**src/verilog/usw_pkg.sv**
```systemverilog
package usw_pkg;

  // ----------------------------------------------------------------
  // Channels and bus
  // ----------------------------------------------------------------
  localparam int CHANNELS   = 2;
  localparam int AXI_ADDR_W = 4;

  localparam logic [3:0] ADDR_CTRL    = 4'h0;
  localparam logic [3:0] ADDR_TIMEOUT = 4'h4;
  localparam logic [3:0] ADDR_STATUS  = 4'h8;

  localparam logic [1:0] RESP_OKAY   = 2'h0;
  localparam logic [1:0] RESP_SLVERR = 2'h2;

  // ----------------------------------------------------------------
  // Field positions
  // ----------------------------------------------------------------
  localparam int CTRL_ENUM_BIT   = 0;
  localparam int CTRL_RWU_BIT    = 2;
  localparam int CTRL_PD_BIT     = 3;
  localparam int CTRL_ISO_LSB    = 4;
  localparam int STAT_SETTLE_BIT = 0;
  localparam int STAT_PWR_BIT    = 1;
  localparam int STAT_RESUME_BIT = 2;
  localparam int STAT_FLUSH_LSB  = 4;

  // ----------------------------------------------------------------
  // Reset values and limits
  // ----------------------------------------------------------------
  localparam logic [7:0] TIMEOUT_RESET = 8'h10;
  localparam logic [7:0] TIMEOUT_MIN   = 8'h01;

  // ----------------------------------------------------------------
  // Timing
  // ----------------------------------------------------------------
  localparam int CLK_PERIOD_PS   = 5000;
  localparam int MS_TIME_US      = 1000;
  localparam int SETTLE_TIME_US  = 1000;
  localparam int RST_OUT_TIME_NS = 1000;
  localparam int MS_CYCLES       = MS_TIME_US * 1000000 / CLK_PERIOD_PS;
  localparam int SETTLE_CYCLES   = SETTLE_TIME_US * 1000000 / CLK_PERIOD_PS;
  localparam int RST_OUT_CYCLES  =
    (RST_OUT_TIME_NS * 1000 + CLK_PERIOD_PS - 1) / CLK_PERIOD_PS;

  // ----------------------------------------------------------------
  // Register select
  // ----------------------------------------------------------------
  typedef enum logic [1:0] {
    SEL_CTRL    = 2'b00,
    SEL_TIMEOUT = 2'b01,
    SEL_STATUS  = 2'b10,
    SEL_NONE    = 2'b11
  } usw_sel_t;

endpackage

```
**src/verilog/usw_strobe_if.sv**
```systemverilog
interface usw_strobe_if #(
  parameter int N = 2
);
  logic [N-1:0] pin_n;
  logic [N-1:0] strobe;

  modport sync (input pin_n, output strobe);
  modport user (output pin_n, input strobe);
endinterface

```
**src/verilog/usw_wake_sync.sv**
```systemverilog
module usw_wake_sync #(
  parameter int N = 2
) (
  input logic         aclk,
  input logic         aresetn,
  usw_strobe_if.sync  sif
);

  // ----------------------------------------------------------------
  // State
  // ----------------------------------------------------------------
  typedef struct packed {
    logic [N-1:0] s1;
    logic [N-1:0] s2;
    logic [N-1:0] s3;
    logic [N-1:0] strobe;
  } usw_sync_st_t;

  usw_sync_st_t st;
  usw_sync_st_t next_st;

  always_comb begin
    next_st    = st;
    next_st.s1 = sif.pin_n;
    next_st.s2 = st.s1;
    next_st.s3 = st.s2;
    next_st.strobe = st.s3 & ~st.s2;
  end

  always_ff @(posedge aclk) begin
    if (!aresetn) begin
      st <= '{s1: '1, s2: '1, s3: '1, strobe: '0};
    end else begin
      st <= next_st;
    end
  end

  assign sif.strobe = st.strobe;

  AST_ONE_SHOT: assert property (@(posedge aclk) disable iff (!aresetn)
    st.strobe[0] |=> !st.strobe[0])
    else $error("wake strobe longer than one cycle");

endmodule

```
**src/verilog/usw_ctrl.sv**
```systemverilog
// Design decisions made here: the register offsets and the AXI4-Lite register port.
module usw_ctrl #(
  parameter int CH         = usw_pkg::CHANNELS,
  parameter int MS_CYC     = usw_pkg::MS_CYCLES,
  parameter int SETTLE_CYC = usw_pkg::SETTLE_CYCLES
) (
  input  logic                          aclk,
  input  logic                          aresetn,
  input  logic                          reset_in_n,
  output logic                          reset_out_n,
  input  logic [CH-1:0]                 send_now_wake_n,
  input  logic                          usb_suspend,
  input  logic                          usb_bus_reset,
  input  logic [CH-1:0]                 rx_nonempty,
  input  logic [CH-1:0]                 bulk_in_done,
  output logic                          usb_connect_en,
  output logic                          power_enable_n,
  output logic                          io_pulldown_en,
  output logic                          resume_request,
  output logic [CH-1:0]                 flush_request,
  output logic [CH-1:0]                 iso_mode,
  input  logic [usw_pkg::AXI_ADDR_W-1:0] s_axi_awaddr,
  input  logic                          s_axi_awvalid,
  output logic                          s_axi_awready,
  input  logic [31:0]                   s_axi_wdata,
  input  logic [3:0]                    s_axi_wstrb,
  input  logic                          s_axi_wvalid,
  output logic                          s_axi_wready,
  output logic [1:0]                    s_axi_bresp,
  output logic                          s_axi_bvalid,
  input  logic                          s_axi_bready,
  input  logic [usw_pkg::AXI_ADDR_W-1:0] s_axi_araddr,
  input  logic                          s_axi_arvalid,
  output logic                          s_axi_arready,
  output logic [31:0]                   s_axi_rdata,
  output logic [1:0]                    s_axi_rresp,
  output logic                          s_axi_rvalid,
  input  logic                          s_axi_rready
);

  localparam int AW = usw_pkg::AXI_ADDR_W;

  // ----------------------------------------------------------------
  // Address decode
  // ----------------------------------------------------------------
  function automatic usw_pkg::usw_sel_t reg_sel(input logic [AW-1:0] a);
    usw_pkg::usw_sel_t s;
    s = usw_pkg::SEL_NONE;
    if (a == usw_pkg::ADDR_CTRL) begin
      s = usw_pkg::SEL_CTRL;
    end else if (a == usw_pkg::ADDR_TIMEOUT) begin
      s = usw_pkg::SEL_TIMEOUT;
    end else if (a == usw_pkg::ADDR_STATUS) begin
      s = usw_pkg::SEL_STATUS;
    end
    return s;
  endfunction

  // ----------------------------------------------------------------
  // State
  // ----------------------------------------------------------------
  typedef struct packed {
    logic [31:0]         settle_cnt;
    logic                settled;
    logic [31:0]         ms_cnt;
    logic                ms_tick;
    logic                enumerated;
    logic                rwu_en;
    logic                pd_cfg;
    logic [CH-1:0]       iso_cfg;
    logic [7:0]          timeout;
    logic [CH-1:0][7:0]  to_cnt;
    logic                resume_pend;
    logic [CH-1:0]       flush_pend;
    logic                pwr_n;
    logic                pd_out;
    logic                aw_hold;
    logic [AW-1:0]       aw_addr;
    logic                w_hold;
    logic [7:0]          w_data;
    logic                w_lane0;
    logic                bvalid;
    logic [1:0]          bresp;
    logic                rvalid;
    logic [31:0]         rdata;
    logic [1:0]          rresp;
    logic [15:0]         rst_cnt;
    logic                rst_out_n;
  } usw_st_t;

  usw_st_t st;
  usw_st_t next_st;

  // ----------------------------------------------------------------
  // Wake pin synchroniser
  // ----------------------------------------------------------------
  usw_strobe_if #(.N(CH)) wake_if ();

  assign wake_if.pin_n = send_now_wake_n;

  usw_wake_sync #(.N(CH)) u_wake_sync (
    .aclk    (aclk),
    .aresetn (aresetn),
    .sif     (wake_if)
  );

  logic [CH-1:0] strobe;
  assign strobe = wake_if.strobe;

  // ----------------------------------------------------------------
  // Bus handshake
  // ----------------------------------------------------------------
  logic          aw_take;
  logic          w_take;
  logic          wr_go;
  logic [AW-1:0] wr_addr;
  logic [7:0]    wr_data;
  logic          wr_lane0;
  logic          ar_take;

  assign s_axi_awready = !st.aw_hold;
  assign s_axi_wready  = !st.w_hold;
  assign s_axi_arready = !st.rvalid;
  assign aw_take       = s_axi_awvalid && !st.aw_hold;
  assign w_take        = s_axi_wvalid && !st.w_hold;
  assign ar_take       = s_axi_arvalid && !st.rvalid;
  assign wr_go         = (aw_take || st.aw_hold) && (w_take || st.w_hold) && !st.bvalid;
  assign wr_addr       = st.aw_hold ? st.aw_addr : s_axi_awaddr;
  assign wr_data       = st.w_hold ? st.w_data : s_axi_wdata[7:0];
  assign wr_lane0      = st.w_hold ? st.w_lane0 : s_axi_wstrb[0];

  // ----------------------------------------------------------------
  // Next state
  // ----------------------------------------------------------------
  usw_pkg::usw_sel_t wsel;
  usw_pkg::usw_sel_t rsel;
  logic              wr_ctrl;
  logic              wr_to;
  logic              wr_stat;
  logic [31:0]       ctrl_rd;
  logic [31:0]       stat_rd;
  logic              resume_set;
  logic [CH-1:0]     flush_set;

  always_comb begin
    wsel    = reg_sel(wr_addr);
    rsel    = reg_sel(s_axi_araddr);
    wr_ctrl = wr_go && wr_lane0 && (wsel == usw_pkg::SEL_CTRL);
    wr_to   = wr_go && wr_lane0 && (wsel == usw_pkg::SEL_TIMEOUT);
    wr_stat = wr_go && wr_lane0 && (wsel == usw_pkg::SEL_STATUS);

    ctrl_rd = 32'h0000_0000;
    ctrl_rd[usw_pkg::CTRL_ENUM_BIT] = st.enumerated;
    ctrl_rd[usw_pkg::CTRL_RWU_BIT]  = st.rwu_en;
    ctrl_rd[usw_pkg::CTRL_PD_BIT]   = st.pd_cfg;
    ctrl_rd[usw_pkg::CTRL_ISO_LSB +: CH] = st.iso_cfg;
    stat_rd = 32'h0000_0000;
    stat_rd[usw_pkg::STAT_SETTLE_BIT] = st.settled;
    stat_rd[usw_pkg::STAT_PWR_BIT]    = !st.pwr_n;
    stat_rd[usw_pkg::STAT_RESUME_BIT] = st.resume_pend;
    stat_rd[usw_pkg::STAT_FLUSH_LSB +: CH] = st.flush_pend;

    next_st = st;

    if (!st.settled) begin
      if (st.settle_cnt == 32'(SETTLE_CYC - 1)) begin
        next_st.settled = 1'b1;
      end else begin
        next_st.settle_cnt = st.settle_cnt + 32'h0000_0001;
      end
    end

    // Millisecond enable
    next_st.ms_tick = 1'b0;
    if (st.ms_cnt == 32'(MS_CYC - 1)) begin
      next_st.ms_cnt  = 32'h0000_0000;
      next_st.ms_tick = 1'b1;
    end else begin
      next_st.ms_cnt = st.ms_cnt + 32'h0000_0001;
    end

    // Configuration writes
    if (wr_ctrl) begin
      next_st.enumerated = wr_data[usw_pkg::CTRL_ENUM_BIT] && st.settled;
      next_st.rwu_en     = wr_data[usw_pkg::CTRL_RWU_BIT];
      next_st.pd_cfg     = wr_data[usw_pkg::CTRL_PD_BIT];
      next_st.iso_cfg    = wr_data[usw_pkg::CTRL_ISO_LSB +: CH];
    end
    if (usb_bus_reset) begin
      next_st.enumerated = 1'b0;
    end
    if (wr_to && (wr_data >= usw_pkg::TIMEOUT_MIN)) begin
      next_st.timeout = wr_data;
    end

    resume_set = usb_suspend && st.rwu_en && (|strobe);
    next_st.resume_pend = resume_set ||
      (st.resume_pend && usb_suspend &&
       !(wr_stat && wr_data[usw_pkg::STAT_RESUME_BIT]));

    for (int i = 0; i < CH; i++) begin
      flush_set[i] = strobe[i] && !usb_suspend;
      if (rx_nonempty[i] && !st.flush_pend[i]) begin
        if (st.ms_tick) begin
          if (st.to_cnt[i] + 8'h01 >= st.timeout) begin
            flush_set[i]     = 1'b1;
            next_st.to_cnt[i] = 8'h00;
          end else begin
            next_st.to_cnt[i] = st.to_cnt[i] + 8'h01;
          end
        end
      end else begin
        next_st.to_cnt[i] = 8'h00;
      end
      next_st.flush_pend[i] = flush_set[i] ||
        (st.flush_pend[i] && !bulk_in_done[i] &&
         !(wr_stat && wr_data[usw_pkg::STAT_FLUSH_LSB + i]));
    end

    next_st.pwr_n  = !(next_st.enumerated && !usb_suspend);
    next_st.pd_out = next_st.pd_cfg && next_st.pwr_n;

    // Write channels
    if (aw_take) begin
      next_st.aw_hold = 1'b1;
      next_st.aw_addr = s_axi_awaddr;
    end
    if (w_take) begin
      next_st.w_hold  = 1'b1;
      next_st.w_data  = s_axi_wdata[7:0];
      next_st.w_lane0 = s_axi_wstrb[0];
    end
    if (wr_go) begin
      next_st.aw_hold = 1'b0;
      next_st.w_hold  = 1'b0;
      next_st.bvalid  = 1'b1;
      next_st.bresp   = (wsel == usw_pkg::SEL_NONE) ? usw_pkg::RESP_SLVERR
                                                    : usw_pkg::RESP_OKAY;
    end else if (st.bvalid && s_axi_bready) begin
      next_st.bvalid = 1'b0;
    end

    // Read channel
    if (ar_take) begin
      next_st.rvalid = 1'b1;
      next_st.rresp  = usw_pkg::RESP_OKAY;
      unique case (rsel)
        usw_pkg::SEL_CTRL:    next_st.rdata = ctrl_rd;
        usw_pkg::SEL_TIMEOUT: next_st.rdata = {24'h00_0000, st.timeout};
        usw_pkg::SEL_STATUS:  next_st.rdata = stat_rd;
        usw_pkg::SEL_NONE: begin
          next_st.rdata = 32'h0000_0000;
          next_st.rresp = usw_pkg::RESP_SLVERR;
        end
      endcase
    end else if (st.rvalid && s_axi_rready) begin
      next_st.rvalid = 1'b0;
    end

    if (st.rst_cnt != 16'(usw_pkg::RST_OUT_CYCLES)) begin
      next_st.rst_cnt = st.rst_cnt + 16'h0001;
    end
    next_st.rst_out_n = (next_st.rst_cnt == 16'(usw_pkg::RST_OUT_CYCLES));

    // external reset loads reset values into all but the reset stretch and the settle counter and flag
    if (!reset_in_n) begin
      next_st            = '0;
      next_st.timeout    = usw_pkg::TIMEOUT_RESET;
      next_st.pwr_n      = 1'b1;
      next_st.rst_cnt    = st.rst_cnt;
      next_st.rst_out_n  = st.rst_out_n;
      next_st.settle_cnt = st.settle_cnt;
      next_st.settled    = st.settled;
    end
  end

  // ----------------------------------------------------------------
  // Registers
  // ----------------------------------------------------------------
  always_ff @(posedge aclk) begin
    if (!aresetn) begin
      st         <= '0;
      st.timeout <= usw_pkg::TIMEOUT_RESET;
      st.pwr_n   <= 1'b1;
    end else begin
      st <= next_st;
    end
  end

  // ----------------------------------------------------------------
  // Outputs
  // ----------------------------------------------------------------
  assign reset_out_n    = st.rst_out_n;
  assign usb_connect_en = st.settled;
  assign power_enable_n = st.pwr_n;
  assign io_pulldown_en = st.pd_out;
  assign resume_request = st.resume_pend;
  assign flush_request  = st.flush_pend;
  assign iso_mode       = st.iso_cfg;
  assign s_axi_bvalid   = st.bvalid;
  assign s_axi_bresp    = st.bresp;
  assign s_axi_rvalid   = st.rvalid;
  assign s_axi_rdata    = st.rdata;
  assign s_axi_rresp    = st.rresp;

  // ----------------------------------------------------------------
  // Checks
  // ----------------------------------------------------------------
  AST_PWR_ON: assert property (@(posedge aclk)
    disable iff (!aresetn || !reset_in_n)
    st.enumerated && !usb_suspend && !usb_bus_reset && !wr_ctrl |=> !power_enable_n)
    else $error("power enable not active after enumeration");

  AST_PWR_OFF: assert property (@(posedge aclk)
    disable iff (!aresetn)
    usb_suspend |=> power_enable_n)
    else $error("power enable active during suspend");

  AST_PULLDOWN: assert property (@(posedge aclk)
    disable iff (!aresetn)
    io_pulldown_en |-> (power_enable_n && st.pd_cfg))
    else $error("pull-down while power is on or not configured");

  AST_RESUME: assert property (@(posedge aclk)
    disable iff (!aresetn || !reset_in_n)
    usb_suspend && st.rwu_en && strobe[0] |=> resume_request)
    else $error("no resume request after wake strobe");

  AST_NO_RESUME: assert property (@(posedge aclk)
    disable iff (!aresetn || !reset_in_n)
    !st.rwu_en && !resume_request |=> !resume_request)
    else $error("resume request without remote wakeup");

  AST_FLUSH: assert property (@(posedge aclk)
    disable iff (!aresetn || !reset_in_n)
    !usb_suspend && strobe[0] |=> flush_request[0] [*1])
    else $error("no flush after wake strobe");

  AST_TIMEOUT_RANGE: assert property (@(posedge aclk)
    disable iff (!aresetn)
    st.timeout >= usw_pkg::TIMEOUT_MIN)
    else $error("buffer timeout out of range");

  AST_EXT_RESET: assert property (@(posedge aclk)
    disable iff (!aresetn)
    !reset_in_n |=> !resume_request && (flush_request == '0) && power_enable_n)
    else $error("external reset did not clear state");

  AST_RST_OUT: assert property (@(posedge aclk)
    !aresetn |=> !reset_out_n [*8])
    else $error("reset output released too early");

  AST_ENUM_GATE: assert property (@(posedge aclk)
    disable iff (!aresetn)
    !usb_connect_en |-> !st.enumerated && power_enable_n)
    else $error("enumerated before clocks settled");

endmodule

```
**config.mk**
```make
export PLATFORM = sky130hd
export DESIGN_NAME = usw_ctrl
export DESIGN_NICKNAME = d
export VERILOG_FILES = /design/src/verilog/usw_pkg.sv /design/src/verilog/usw_strobe_if.sv /design/src/verilog/usw_wake_sync.sv /design/src/verilog/usw_ctrl.sv
export SDC_FILE = /design/constraint.sdc
export NUM_CORES = 1
export LEC_CHECK = 0
export BUFFER_PORTS_ARGS = -buffer_cell sky130_fd_sc_hd__buf_2
export CAP_MARGIN = 10
export CORE_ASPECT_RATIO = 1.2
export CORE_UTILIZATION = 50
export CTS_CLUSTER_SIZE = 14
export DETAILED_ROUTE_END_ITERATION = 8
export PLACE_DENSITY = 0.71
export SYNTH_ARGS = -nofsm -noshare
export SYNTH_HDL_FRONTEND = slang
export SYNTH_SLANG_ARGS = --single-unit
```
**constraint.sdc**
```tcl
create_clock -name aclk -period 3.5 [get_ports aclk]
set_input_delay 0.7 -clock aclk [delete_from_list [all_inputs] [get_ports aclk]]
set_output_delay 0.7 -clock aclk [all_outputs]
set_load 0.02 [all_outputs]
```
==> reports/metrics.cfg, run 1 <==
[status]
status=finished clean

[power_and_ir_drop]
irDropWorstVdd_mv=0.382
p_total_mw=3.69
p_per_area_mw_per_mm2=433
p_leak_nw=3.38

[sta]
setup-violations-final=0
setup_tns_ps=0
period_share_pct=79.2
fin_crit_ps=2770
worst_slew_pin_slew_ps=683
slew_viol_final=0
clock.fmax_ghz=0.361
rsz0062_at_grt=no
relSlewSlack_pct=54.2
fin_skew_ps=8.37
hold_violations=0

[cts]
htreeDepth=4
cts_hold_buffers=0
cts_resized=0
cts.sinks=152
numCtsBuffers=17
worstSkewPairLatency_ps=420
clockBufferDepth=2
root_buffer=clkbuf_16
cts_tree=yes
cts_setup_buffers=0
clk_pin_slew_ps=60

[global_route]
busiest_layer=met2
grt_first_pass_wirelength_um=26500
antenna_found_initial=0
met1_usage_pct=27.0
met2_usage_pct=33.2
grt_usage_pct=20.8
grt_pass1_vias=5626
grt-ovfl-total=0
grt.met3_usage_pct=4.34
grt_start_max_net_pins=35

[hold_path]
worstHoldPathType=reg -> reg
min_from=u_wake_sync.st[3]$_SDFF_PN1_

[synthesis]
async_reset_ff_share_pct=0
synthFlopType=dfxtp_1
synth_cell_types=68
ys_ff_latch=152
postSynthAreaPerCell_sq_um=8.69
synth_edf_count=0
yosys.area.top_type_share_pct=39.2
yosysTopAreaCell=dfxtp_1
ys_seq_area_share_pct=39.2
yosysWarningCount=0
syn_inst=892
syn-cell-area_sq_mm=0.00775
synth_top_cells_by_area=dfxtp_1, xor2_1, nand2_1

[detailed_routing]
wl_um=15500
dr_total_vias=5935
drt_iter0_drc=255
drt_first_pass_iters=4
routed_via_density=5.22
drc=0
drtAntennaViolNets=0
wl_per_cell_um=13.6

[finish]
final_common_cell=dfxtp_1
layout_common_cells=dfxtp_1, nand2_1, nor2_1, buf_2, xor2_1
fin_area_sq_mm=0.00852
fin_util_pct=56.5
n_antenna_cell=0
final_nets=1006
synthToLayoutAreaGrowth_pct=9.84
n_fill_cell=1398
drive_above_1_share_pct=13.1

[floorplanning]
row_count=49
die_y_um=138
ioPinCount=110
fp.dieW_um=116
core_sq_mm=0.0151
die_area_sq_mm=0.0160
start_util_pct=51.4

[worst_setup_path]
arrival_ps=3110
r2r_cells=11
r2r_end=st[82]$_SDFFE_PN0P_
critPathMaxFanout=8
r2r-start=st[75]$_SDFFE_PN0P_
rrSetupSlack_ps=730
cp-start-kind=flip-flop
crit_required_ps=3840
end_kind=flip-flop
crit_end=st[82]$_SDFFE_PN0P_
worstSetupPathType=reg -> reg
cp-startpoint=st[75]$_SDFFE_PN0P_

[job]
maxCapViolations=0

[placed_design]
hpwlAfterDp_um=11200
gp_congestion=0.825
numPortBuffers=56
post_dp_cell_area_sq_mm=0.00796

==> how the worst min path moves through the flow <==
stage               cells after the start                              endpoint
floorplan                               1     u_wake_sync.next_st[2]$_SDFF_PN1_
global placement                        2  u_wake_sync.sif.strobe[1]$_SDFF_PN0_
detailed placement                      2  u_wake_sync.sif.strobe[1]$_SDFF_PN0_
CTS                                     2  u_wake_sync.sif.strobe[1]$_SDFF_PN0_
global route                            2  u_wake_sync.sif.strobe[1]$_SDFF_PN0_
finish                                  2  u_wake_sync.sif.strobe[1]$_SDFF_PN0_
==> where the power goes <==
part	leakage, nW	total [mW]	internal, mW	switching, mW
clock network	0.266	1.72	1.04	0.685
registers	1.23	1.77	1.75	0.0201
logic	1.89	0.195	0.0687	0.126
total	3.38	3.69	2.86	0.831
==> cell type report <==
cell class | instances | area, sq um | share of cell area, %
Tap cell | 204 | 255 | 3.00
Sequential cell | 152 | 3040 | 35.7
Inverter | 35 | 131 | 1.54
Clock inverter | 7 | 71.3 | 0.837
Timing Repair Buffer | 61 | 318 | 3.73
Clock buffer | 22 | 484 | 5.68
Multi-Input combinational cell | 657 | 4220 | 49.5
==> layer usage <==
| layer | routed length, um | vias to the layer above |
|---|---|---|
| met5 | 0 | - |
| met2 | 7290 | 92 |
| li1 | - | 3060 |
| met1 | 7410 | 2760 |
| met4 | 304 | 0 |
| met3 | 501 | 23 |
==> critical path, cell delays in order (launching register included) <==
cell      delay [ps]
dfxtp_1          420
ha_1             210
nand3_1          120
xor2_1           190
inv_1             60
ha_1             290
a21o_1           160
a211oi_1         240
o21ai_0          120
a21o_1           190
or3_1            470
o21ai_0          210
==> Yosys cell counts (all sizes together), types with 22 or more instances <==
library cell / n
ha: 22
o21ai: 34
nor2: 77
xor2: 43
clkbuf: 24
nand3: 43
and2: 36
xnor2: 39
nand2: 93
dfxtp: 152
inv: 35
buf: 49
mux2i: 25
==> cells by family (layout without fill, tap and decap cells) <==
family,count (synthesis),in the layout,synth area share (%)
xor+xnor,82,82,9.26
simple gates,401,401,27.9
flops,152,152,39.2
other cells,1,26,0.0484
buf+inv,108,125,7.62
fa+ha+maj,22,22,3.55
compound gates,94,94,8.10
mux,32,32,4.29
==> through the flow <==
stage	std cells	hold slack (ps)	worst slack, ps
after floorplan	917	386	1020
after global routing	1138	436	456
final	1138	410	729
after CTS	1138	411	716
after global placement	1109	401	825
after detailed placement	1109	401	745
==> state kept, by name (all words and copies together), names as in the netlist <==
register and flops:
st 120, s_axi_rdata 8, u_wake_sync.next_st 4, ctrl_rd 3, flush_request 2, iso_mode 2
u_wake_sync.sif.strobe 2, u_wake_sync.st 2, io_pulldown_en 1, power_enable_n 1, reset_out_n 1, resume_request 1
s_axi_bresp 1, s_axi_bvalid 1, s_axi_rresp 1, s_axi_rvalid 1, usb_connect_en 1
Note: power is estimated with default switching activity, not from simulation.
==> run 2: changes to the inputs <==
--- a/config.mk
+++ b/config.mk
@@ -5,13 +5,14 @@
 export SDC_FILE = /design/constraint.sdc
 export NUM_CORES = 1
 export LEC_CHECK = 0
+export ABC_AREA = 1
 export BUFFER_PORTS_ARGS = -buffer_cell sky130_fd_sc_hd__buf_2
 export CAP_MARGIN = 10
 export CORE_ASPECT_RATIO = 1.2
 export CORE_UTILIZATION = 50
 export CTS_CLUSTER_SIZE = 14
 export DETAILED_ROUTE_END_ITERATION = 8
-export PLACE_DENSITY = 0.71
+export PLACE_DENSITY = 0.7
 export SYNTH_ARGS = -nofsm -noshare
 export SYNTH_HDL_FRONTEND = slang
 export SYNTH_SLANG_ARGS = --single-unit
==> constraint.sdc (replaced) <==
create_clock -name aclk -period 2.7 [get_ports aclk]
set_input_delay 0.54 -clock aclk [delete_from_list [all_inputs] [get_ports aclk]]
set_output_delay 0.54 -clock aclk [all_outputs]
set_load 0.02 [all_outputs]
==> run 2 against run 1 <==
Compared with the run above: sequential share of layout area is 3.5 points lower; clock-buffer cell count is 3 lower; cell area is 11% higher; clock power is 52% higher; worst hold slack worse by 110 ps; register-to-register slack worse by 370 ps; largest cell class unchanged; highest routed layer unchanged.
==> reports/metrics.cfg, run 2 <==
[worst_setup_path]
cp_slowest_cell=dfxtp_1
max_stage_delay_ps=400  ; -70 ps
worstSetupPathType=reg -> reg
critPathMaxFanout=8  ; unchanged
end_kind=flip-flop
cpMostUsedCell=nand3_1
crit_required_ps=3050  ; -790 ps
cp-start-kind=flip-flop
arrival_ps=2690  ; -420 ps
path_cells=nand3_1, inv_1, nand4_1, nor2_1, xor2_1, ha_1, a21oi_1, o21a_1, nand3_1, inv_1, nand3_1, a21oi_1

[global_route]
grt_first_pass_wirelength_um=32200  ; +22%
grt_usage_pct=22.9  ; +2.1 points
grt_start_max_net_pins=35  ; unchanged
grt_pass1_vias=6958  ; +24%
grt.met3_usage_pct=3.92  ; -0.42 points
antenna_found_initial=0  ; unchanged
met1_usage_pct=27.5  ; +0.48 points
busiest_layer=met2
grt-ovfl-total=0  ; unchanged
met2_usage_pct=39.6  ; +6.4 points

[synthesis]
ys_top_cells_by_count=nand2_1, inv_1, dfxtp_1
async_reset_ff_share_pct=0  ; unchanged
synth_top_cells_by_area=dfxtp_1, nand2_1, inv_1
synthFlopType=dfxtp_1
ys_ff_latch=152  ; unchanged
yosysTopAreaCell=dfxtp_1
synth_edf_count=0  ; unchanged
postSynthAreaPerCell_sq_um=6.87  ; -21%
synth_most_common_cell=nand2_1
yosysWarningCount=0  ; unchanged
syn_inst=1247  ; +40%
yosys.area.top_type_share_pct=35.5  ; -3.7 points
ys_seq_area_share_pct=35.5  ; -3.7 points
synth_cell_types=48  ; -29%
syn-cell-area_sq_mm=0.00857  ; +10%

[detailed_routing]
drt_iter0_drc=414  ; +62%
routed_via_density=5.08  ; -2.6%
wl_per_cell_um=12.9  ; -5.2%
drt_first_pass_iters=4  ; unchanged
wl_um=19500  ; +26%
drc=0  ; unchanged
drtAntennaViolNets=0  ; unchanged
dr_total_vias=7668  ; +29%

[power_and_ir_drop]
swShare_pct=23.1  ; +0.56 points
combPwrFrac_pct=6.5  ; +1.2 points
irDropWorstVdd_mv=0.417  ; +9.2%
p_total_mw=5.29  ; +44%
internal_power_mw=4.07  ; +43%
power.switching_mw=1.22  ; +47%
clock_power_share_pct=49.6  ; +2.9 points
p_per_area_mw_per_mm2=560  ; +29%
pwr-share-seq_pct=43.9  ; -4.1 points
p_leak_nw=4.00  ; +18%

[finish]
drive_above_1_share_pct=11.4  ; -1.7 points
synthToLayoutAreaGrowth_pct=10.4
fin_area_sq_mm=0.00946  ; +11%
fin_util_pct=56.3  ; -0.14 points
largest_register_ffs=120  ; unchanged
max_flop_register=st
final_common_cell=nand2_1
multi_input_area_sq_mm=0.00454  ; +7.7%
fin_cells=1509  ; +33%
regArea_sq_mm=0.00304  ; unchanged
n_antenna_cell=0  ; unchanged
final_nets=1363  ; +35%
n_fill_cell=1647  ; +18%
layout_common_cells=nand2_1, inv_1, dfxtp_1, nor2_1, a21oi_1

[floorplanning]
die_area_sq_mm=0.0177  ; +10%
die_y_um=145  ; +5.0%
start_util_pct=51.0  ; -0.38 points
row_count=52  ; +6.1%
ioPinCount=110  ; unchanged
fp.dieW_um=121  ; +5.0%
core_sq_mm=0.0168  ; +11%

[sta]
fin_skew_ps=8.42  ; +0.0441 ps
fin_crit_ps=2340  ; -429 ps
rsz0062_at_grt=no
setup_tns_ps=0  ; unchanged
worst_slew_pin_slew_ps=641  ; -42.1 ps
relSlewSlack_pct=57.2  ; +3.0 points
slew_viol_final=0  ; unchanged
hold_violations=0  ; unchanged
setup-violations-final=0  ; unchanged
period_share_pct=86.7  ; +7.6 points
clock.fmax_ghz=0.427  ; +18%

[cts]
clk_pin_slew_ps=60  ; about the same
cts_resized=0  ; unchanged
htreeDepth=4  ; unchanged
cts_setup_buffers=0  ; unchanged
cts_tree=yes
worstSkewPairLatency_ps=430  ; about the same
clockBufferDepth=2  ; unchanged
numCtsBuffers=17  ; unchanged
cts.sinks=152  ; unchanged
root_buffer=clkbuf_16
cts_hold_buffers=0  ; unchanged

[placed_design]
numPortBuffers=56  ; unchanged
post-place-cells=1478  ; +33%
hpwlAfterDp_um=14400  ; +29%
gp_congestion=0.921  ; +12%
post_dp_cell_area_sq_mm=0.00881  ; +11%

[hold_path]
worstHoldPathType=in -> reg

[status]
status=finished clean

[job]
maxCapViolations=0  ; unchanged

[run 2: changes by cell type in the layout (fill, tap and decap cells not counted), moves of 15 or more]
cell      delta
nand3_1     +25
xnor2_1     -29
nand2b_1    -15
nor2_1      +76
nand2_1    +167
mux2i_1     -25
inv_1      +119
o21ai_0     +22
a21oi_1     +85
and2_1      -36
[run 2: critical path: cells and delay by family (launching register included)]
| kind | cells | cell delay (ps) |
|---|---|---|
| adder cells (fa/ha/maj) | 1 | 290 |
| XOR/XNOR | 1 | 240 |
| flip-flops | 1 | 400 |
| AO/OA/AOI/OAI | 3 | 430 |
| AND/OR/NAND/NOR | 5 | 600 |
| buffers and inverters | 2 | 300 |
[run 2: power groups by stage]
stage          sequential (mW)  clock, mW  combinational [mW]
3_5_place_dp              2.38          0               0.343
6_report                  2.33       2.62               0.343
5_1_grt                   2.33       2.77               0.389
2_1_floorplan             2.36          0               0.294
4_1_cts                   2.33       2.67               0.345
3_3_place_gp              2.38          0               0.339
[run 2: kinds of logic after synthesis]
group / share of synthesized area [%]
compound gates: 12.6
buf+inv: 12.6
xor+xnor: 6.13
other cells: 0.0438
simple gates: 29.9
fa+ha+maj: 3.21
flops: 35.5
[run 2: worst paths after layout]
kind	start	endpoint	slack, ps	cells after the start
max	st[75]$_SDFFE_PN0P_	st[82]$_SDFFE_PN0P_	360	12
min	send_now_wake_n[0]	u_wake_sync.next_st[4]$_SDFF_PN1_	300	2
max reg2reg	st[75]$_SDFFE_PN0P_	st[82]$_SDFFE_PN0P_	360	12
min reg2reg	u_wake_sync.next_st[5]$_SDFF_PN1_	u_wake_sync.next_st[3]$_SDFF_PN1_	410	1
[run 2: layer usage]
metal  vias to the layer above  wire [um]
li1                       4009          -
met1                      3478       8710
met2                       144       9620
met3                        37        692
met4                         0        477
met5                         -          0
[run 2: area by class of cell]
cell class	count	share of cell area, %
clock inverter	12	2.09
clock buffer	19	4.79
sequential	152	32.2
multi-input combinational	885	48.0
inverter	162	6.44
timing repair buffer	63	3.65
tap	216	2.86
[run 2: per-stage QoR]
| stage | hold WS (ps) | worst slack, ps |
|---|---|---|
| 6_report | 296 | 359 |
| 2_1_floorplan | 392 | 720 |
| 4_1_cts | 280 | 345 |
| 3_5_place_dp | 402 | 416 |
| 3_3_place_gp | 395 | 404 |
| 5_1_grt | 304 | 147 |
==> run 3: changes to the inputs <==
--- a/config.mk
+++ b/config.mk
@@ -5,14 +5,13 @@
 export SDC_FILE = /design/constraint.sdc
 export NUM_CORES = 1
 export LEC_CHECK = 0
-export ABC_AREA = 1
 export BUFFER_PORTS_ARGS = -buffer_cell sky130_fd_sc_hd__buf_2
 export CAP_MARGIN = 10
 export CORE_ASPECT_RATIO = 1.2
 export CORE_UTILIZATION = 50
 export CTS_CLUSTER_SIZE = 14
 export DETAILED_ROUTE_END_ITERATION = 8
-export PLACE_DENSITY = 0.7
+export PLACE_DENSITY = 0.71
 export SYNTH_ARGS = -nofsm -noshare
 export SYNTH_HDL_FRONTEND = slang
 export SYNTH_SLANG_ARGS = --single-unit
==> run 3 against run 2 <==
Compared with the run above: flip-flop and latch count did not move; core utilization increased by 0.92 points; sequential power down 2%; first-iteration DRC count fell by 19%; maximum frequency is 11% lower; critical path type unchanged; critical endpoint is now st[76]$_SDFFE_PN0P_; via count fell by 22%.
==> reports/metrics.cfg, run 3 (same netlist as run 1, synthesis figures left out) <==
[global_route]
grt_first_pass_wirelength_um=26100  ; -19%
grt-ovfl-total=0  ; unchanged
antenna_found_initial=0  ; unchanged
grt_pass1_vias=5547  ; -20%
grt_start_max_net_pins=45  ; +29%
grt_usage_pct=20.5  ; -2.3 points

[finish]
n_antenna_cell=0  ; unchanged
multi_input_area_sq_mm=0.00425  ; -6.4%
drive_above_1_share_pct=15.0  ; +3.6 points
fin_cells=1150  ; -24%
final_nets=1016  ; -25%
largest_register_ffs=120  ; unchanged
synthToLayoutAreaGrowth_pct=11.4
regArea_sq_mm=0.00305  ; about the same
final_common_cell=dfxtp_1
max_flop_register=st
n_fill_cell=1398  ; -15%
layout_common_cells=dfxtp_1, nand2_1, nor2_1, buf_2, xor2_1

[cts]
cts_resized=0  ; unchanged
cts_hold_buffers=0  ; unchanged
clk_pin_slew_ps=60  ; about the same
worstSkewPairLatency_ps=410  ; -20 ps
cts_setup_buffers=0  ; unchanged
numCtsBuffers=17  ; unchanged
clockBufferDepth=2  ; unchanged
htreeDepth=4  ; unchanged
root_buffer=clkbuf_16
cts.sinks=152  ; unchanged
cts_tree=yes

[worst_setup_path]
r2r_cells=11  ; -1
crit_required_ps=3030  ; -20 ps
r2r-start=st[76]$_SDFFE_PN0P_
arrival_ps=2970  ; +280 ps
cp_slowest_cell=or3_4
max_stage_delay_ps=420  ; +20 ps
path_cells=ha_2, nand3_1, xor2_1, inv_1, ha_1, a21o_1, a211oi_2, o21ai_0, a21o_1, or3_4, o21ai_0
crit_cells=11  ; -1
end_kind=flip-flop
critPathMaxFanout=8  ; unchanged
cp-start-kind=flip-flop
critPathBufInv=1  ; -1
worstSetupPathType=reg -> reg
r2r_end=st[76]$_SDFFE_PN0P_
rrSetupSlack_ps=60  ; -290 ps
crit_family=compound AO/OA/AOI/OAI gates

[sta]
setup-violations-final=0  ; unchanged
clock.fmax_ghz=0.379  ; -11%
rsz0062_at_grt=yes
worst_slew_pin_slew_ps=694  ; +53.6 ps
period_share_pct=97.6  ; +11 points
slew_viol_final=0  ; unchanged
fin_crit_ps=2640  ; +294 ps
hold_violations=0  ; unchanged
setup_tns_ps=0  ; unchanged
relSlewSlack_pct=53.5  ; -3.8 points
fin_skew_ps=5.54  ; -2.87 ps
holdWs_ps=298  ; +2.27 ps

[floorplanning]
ioPinCount=110  ; unchanged
start_util_pct=51.4  ; +0.38 points
row_count=49  ; -5.8%
die_y_um=138  ; -4.8%
fp.dieW_um=116  ; -4.8%
die_area_sq_mm=0.0160  ; -9.3%
core_sq_mm=0.0151  ; -10%

[placed_design]
numPortBuffers=56  ; unchanged
gp_congestion=0.844  ; -8.3%
post-place-cells=1119  ; -24%
hpwlAfterDp_um=11200  ; -22%

[hold_path]
whs_endpoint=u_wake_sync.next_st[5]$_SDFF_PN1_
min_from=send_now_wake_n[1]
worstHoldPathType=in -> reg
whs_path_depth=2  ; unchanged

[detailed_routing]
wl_um=15600  ; -20%
drc=0  ; unchanged
drt_first_pass_iters=4  ; unchanged
routed_via_density=5.23  ; +2.8%
drt_iter0_drc=337  ; -19%
wl_per_cell_um=13.5  ; +4.8%
dr_total_vias=6010  ; -22%
drtAntennaViolNets=0  ; unchanged

[status]
status=finished clean

[job]
maxCapViolations=0  ; unchanged

[power_and_ir_drop]
irDropWorstVdd_mv=0.424  ; +1.6%
p_leak_nw=3.44  ; -14%
p_per_area_mw_per_mm2=559  ; -0.19%

run 3: final cells by class:
cell class / count / area share, %
clock buffer: 21 / 5.33
clock inverter: 10 / 1.19
inverter: 35 / 1.52
multi-input combinational: 657 / 49.2
sequential: 152 / 35.3
tap: 204 / 2.96
timing repair buffer: 71 / 4.55
run 3: how the worst max path moves through the flow:
| stage | start | endpoint |
|---|---|---|
| 5_1_grt | st[75]$_SDFFE_PN0P_ | st[76]$_SDFFE_PN0P_ |
| 2_1_floorplan | st[83]$_SDFFE_PN0P_ | st[83]$_SDFFE_PN0P_ |
| 3_5_place_dp | st[76]$_SDFFE_PN0P_ | st[82]$_SDFFE_PN0P_ |
| 4_1_cts | st[76]$_SDFFE_PN0P_ | st[82]$_SDFFE_PN0P_ |
| 3_3_place_gp | st[84]$_SDFFE_PN0P_ | st[85]$_SDFFE_PN0P_ |
| 6_report | st[76]$_SDFFE_PN0P_ | st[76]$_SDFFE_PN0P_ |
run 3: per-stage QoR:
step / cell area, sq um / setup slack (ps) / util [%] / power (mW)
global route: 8640 / -148 / 57.3 / 5.00
CTS: 8600 / 17.5 / 57.0 / 4.87
global placement: 8040 / 96.1 / 53.3 / 2.60
floorplan: 7850 / 218 / - / 2.55
detailed placement: 8040 / 12.8 / 53.3 / 2.60
finish: 8640 / 64.9 / 57.3 / 4.83
run 3: worst reg2reg max path: cells and delay by family, from the launching register on:
| family | cells | cell delay, ps |
|---|---|---|
| compound gates | 5 | 910 |
| flops | 1 | 350 |
| buf+inv | 1 | 70 |
| xor+xnor | 1 | 210 |
| fa+ha+maj | 2 | 490 |
| simple gates | 2 | 530 |
run 3: per-layer routing:
metal  vias to the layer above  track usage (%)  wire, um
met5                         -                0         0
met4                         0             7.42       131
met3                         8             4.16       597
met2                        91             33.9      7710
met1                      2834             26.3      7130
li1                       3077                -         -
run 3: where the power goes:
part / internal, mW / switching [mW] / total (mW) / leakage (nW)
sequential: 2.27 / 0.0237 / 2.29 / 1.23
combinational: 0.0944 / 0.165 / 0.259 / 1.93
clock: 1.39 / 0.884 / 2.27 / 0.282
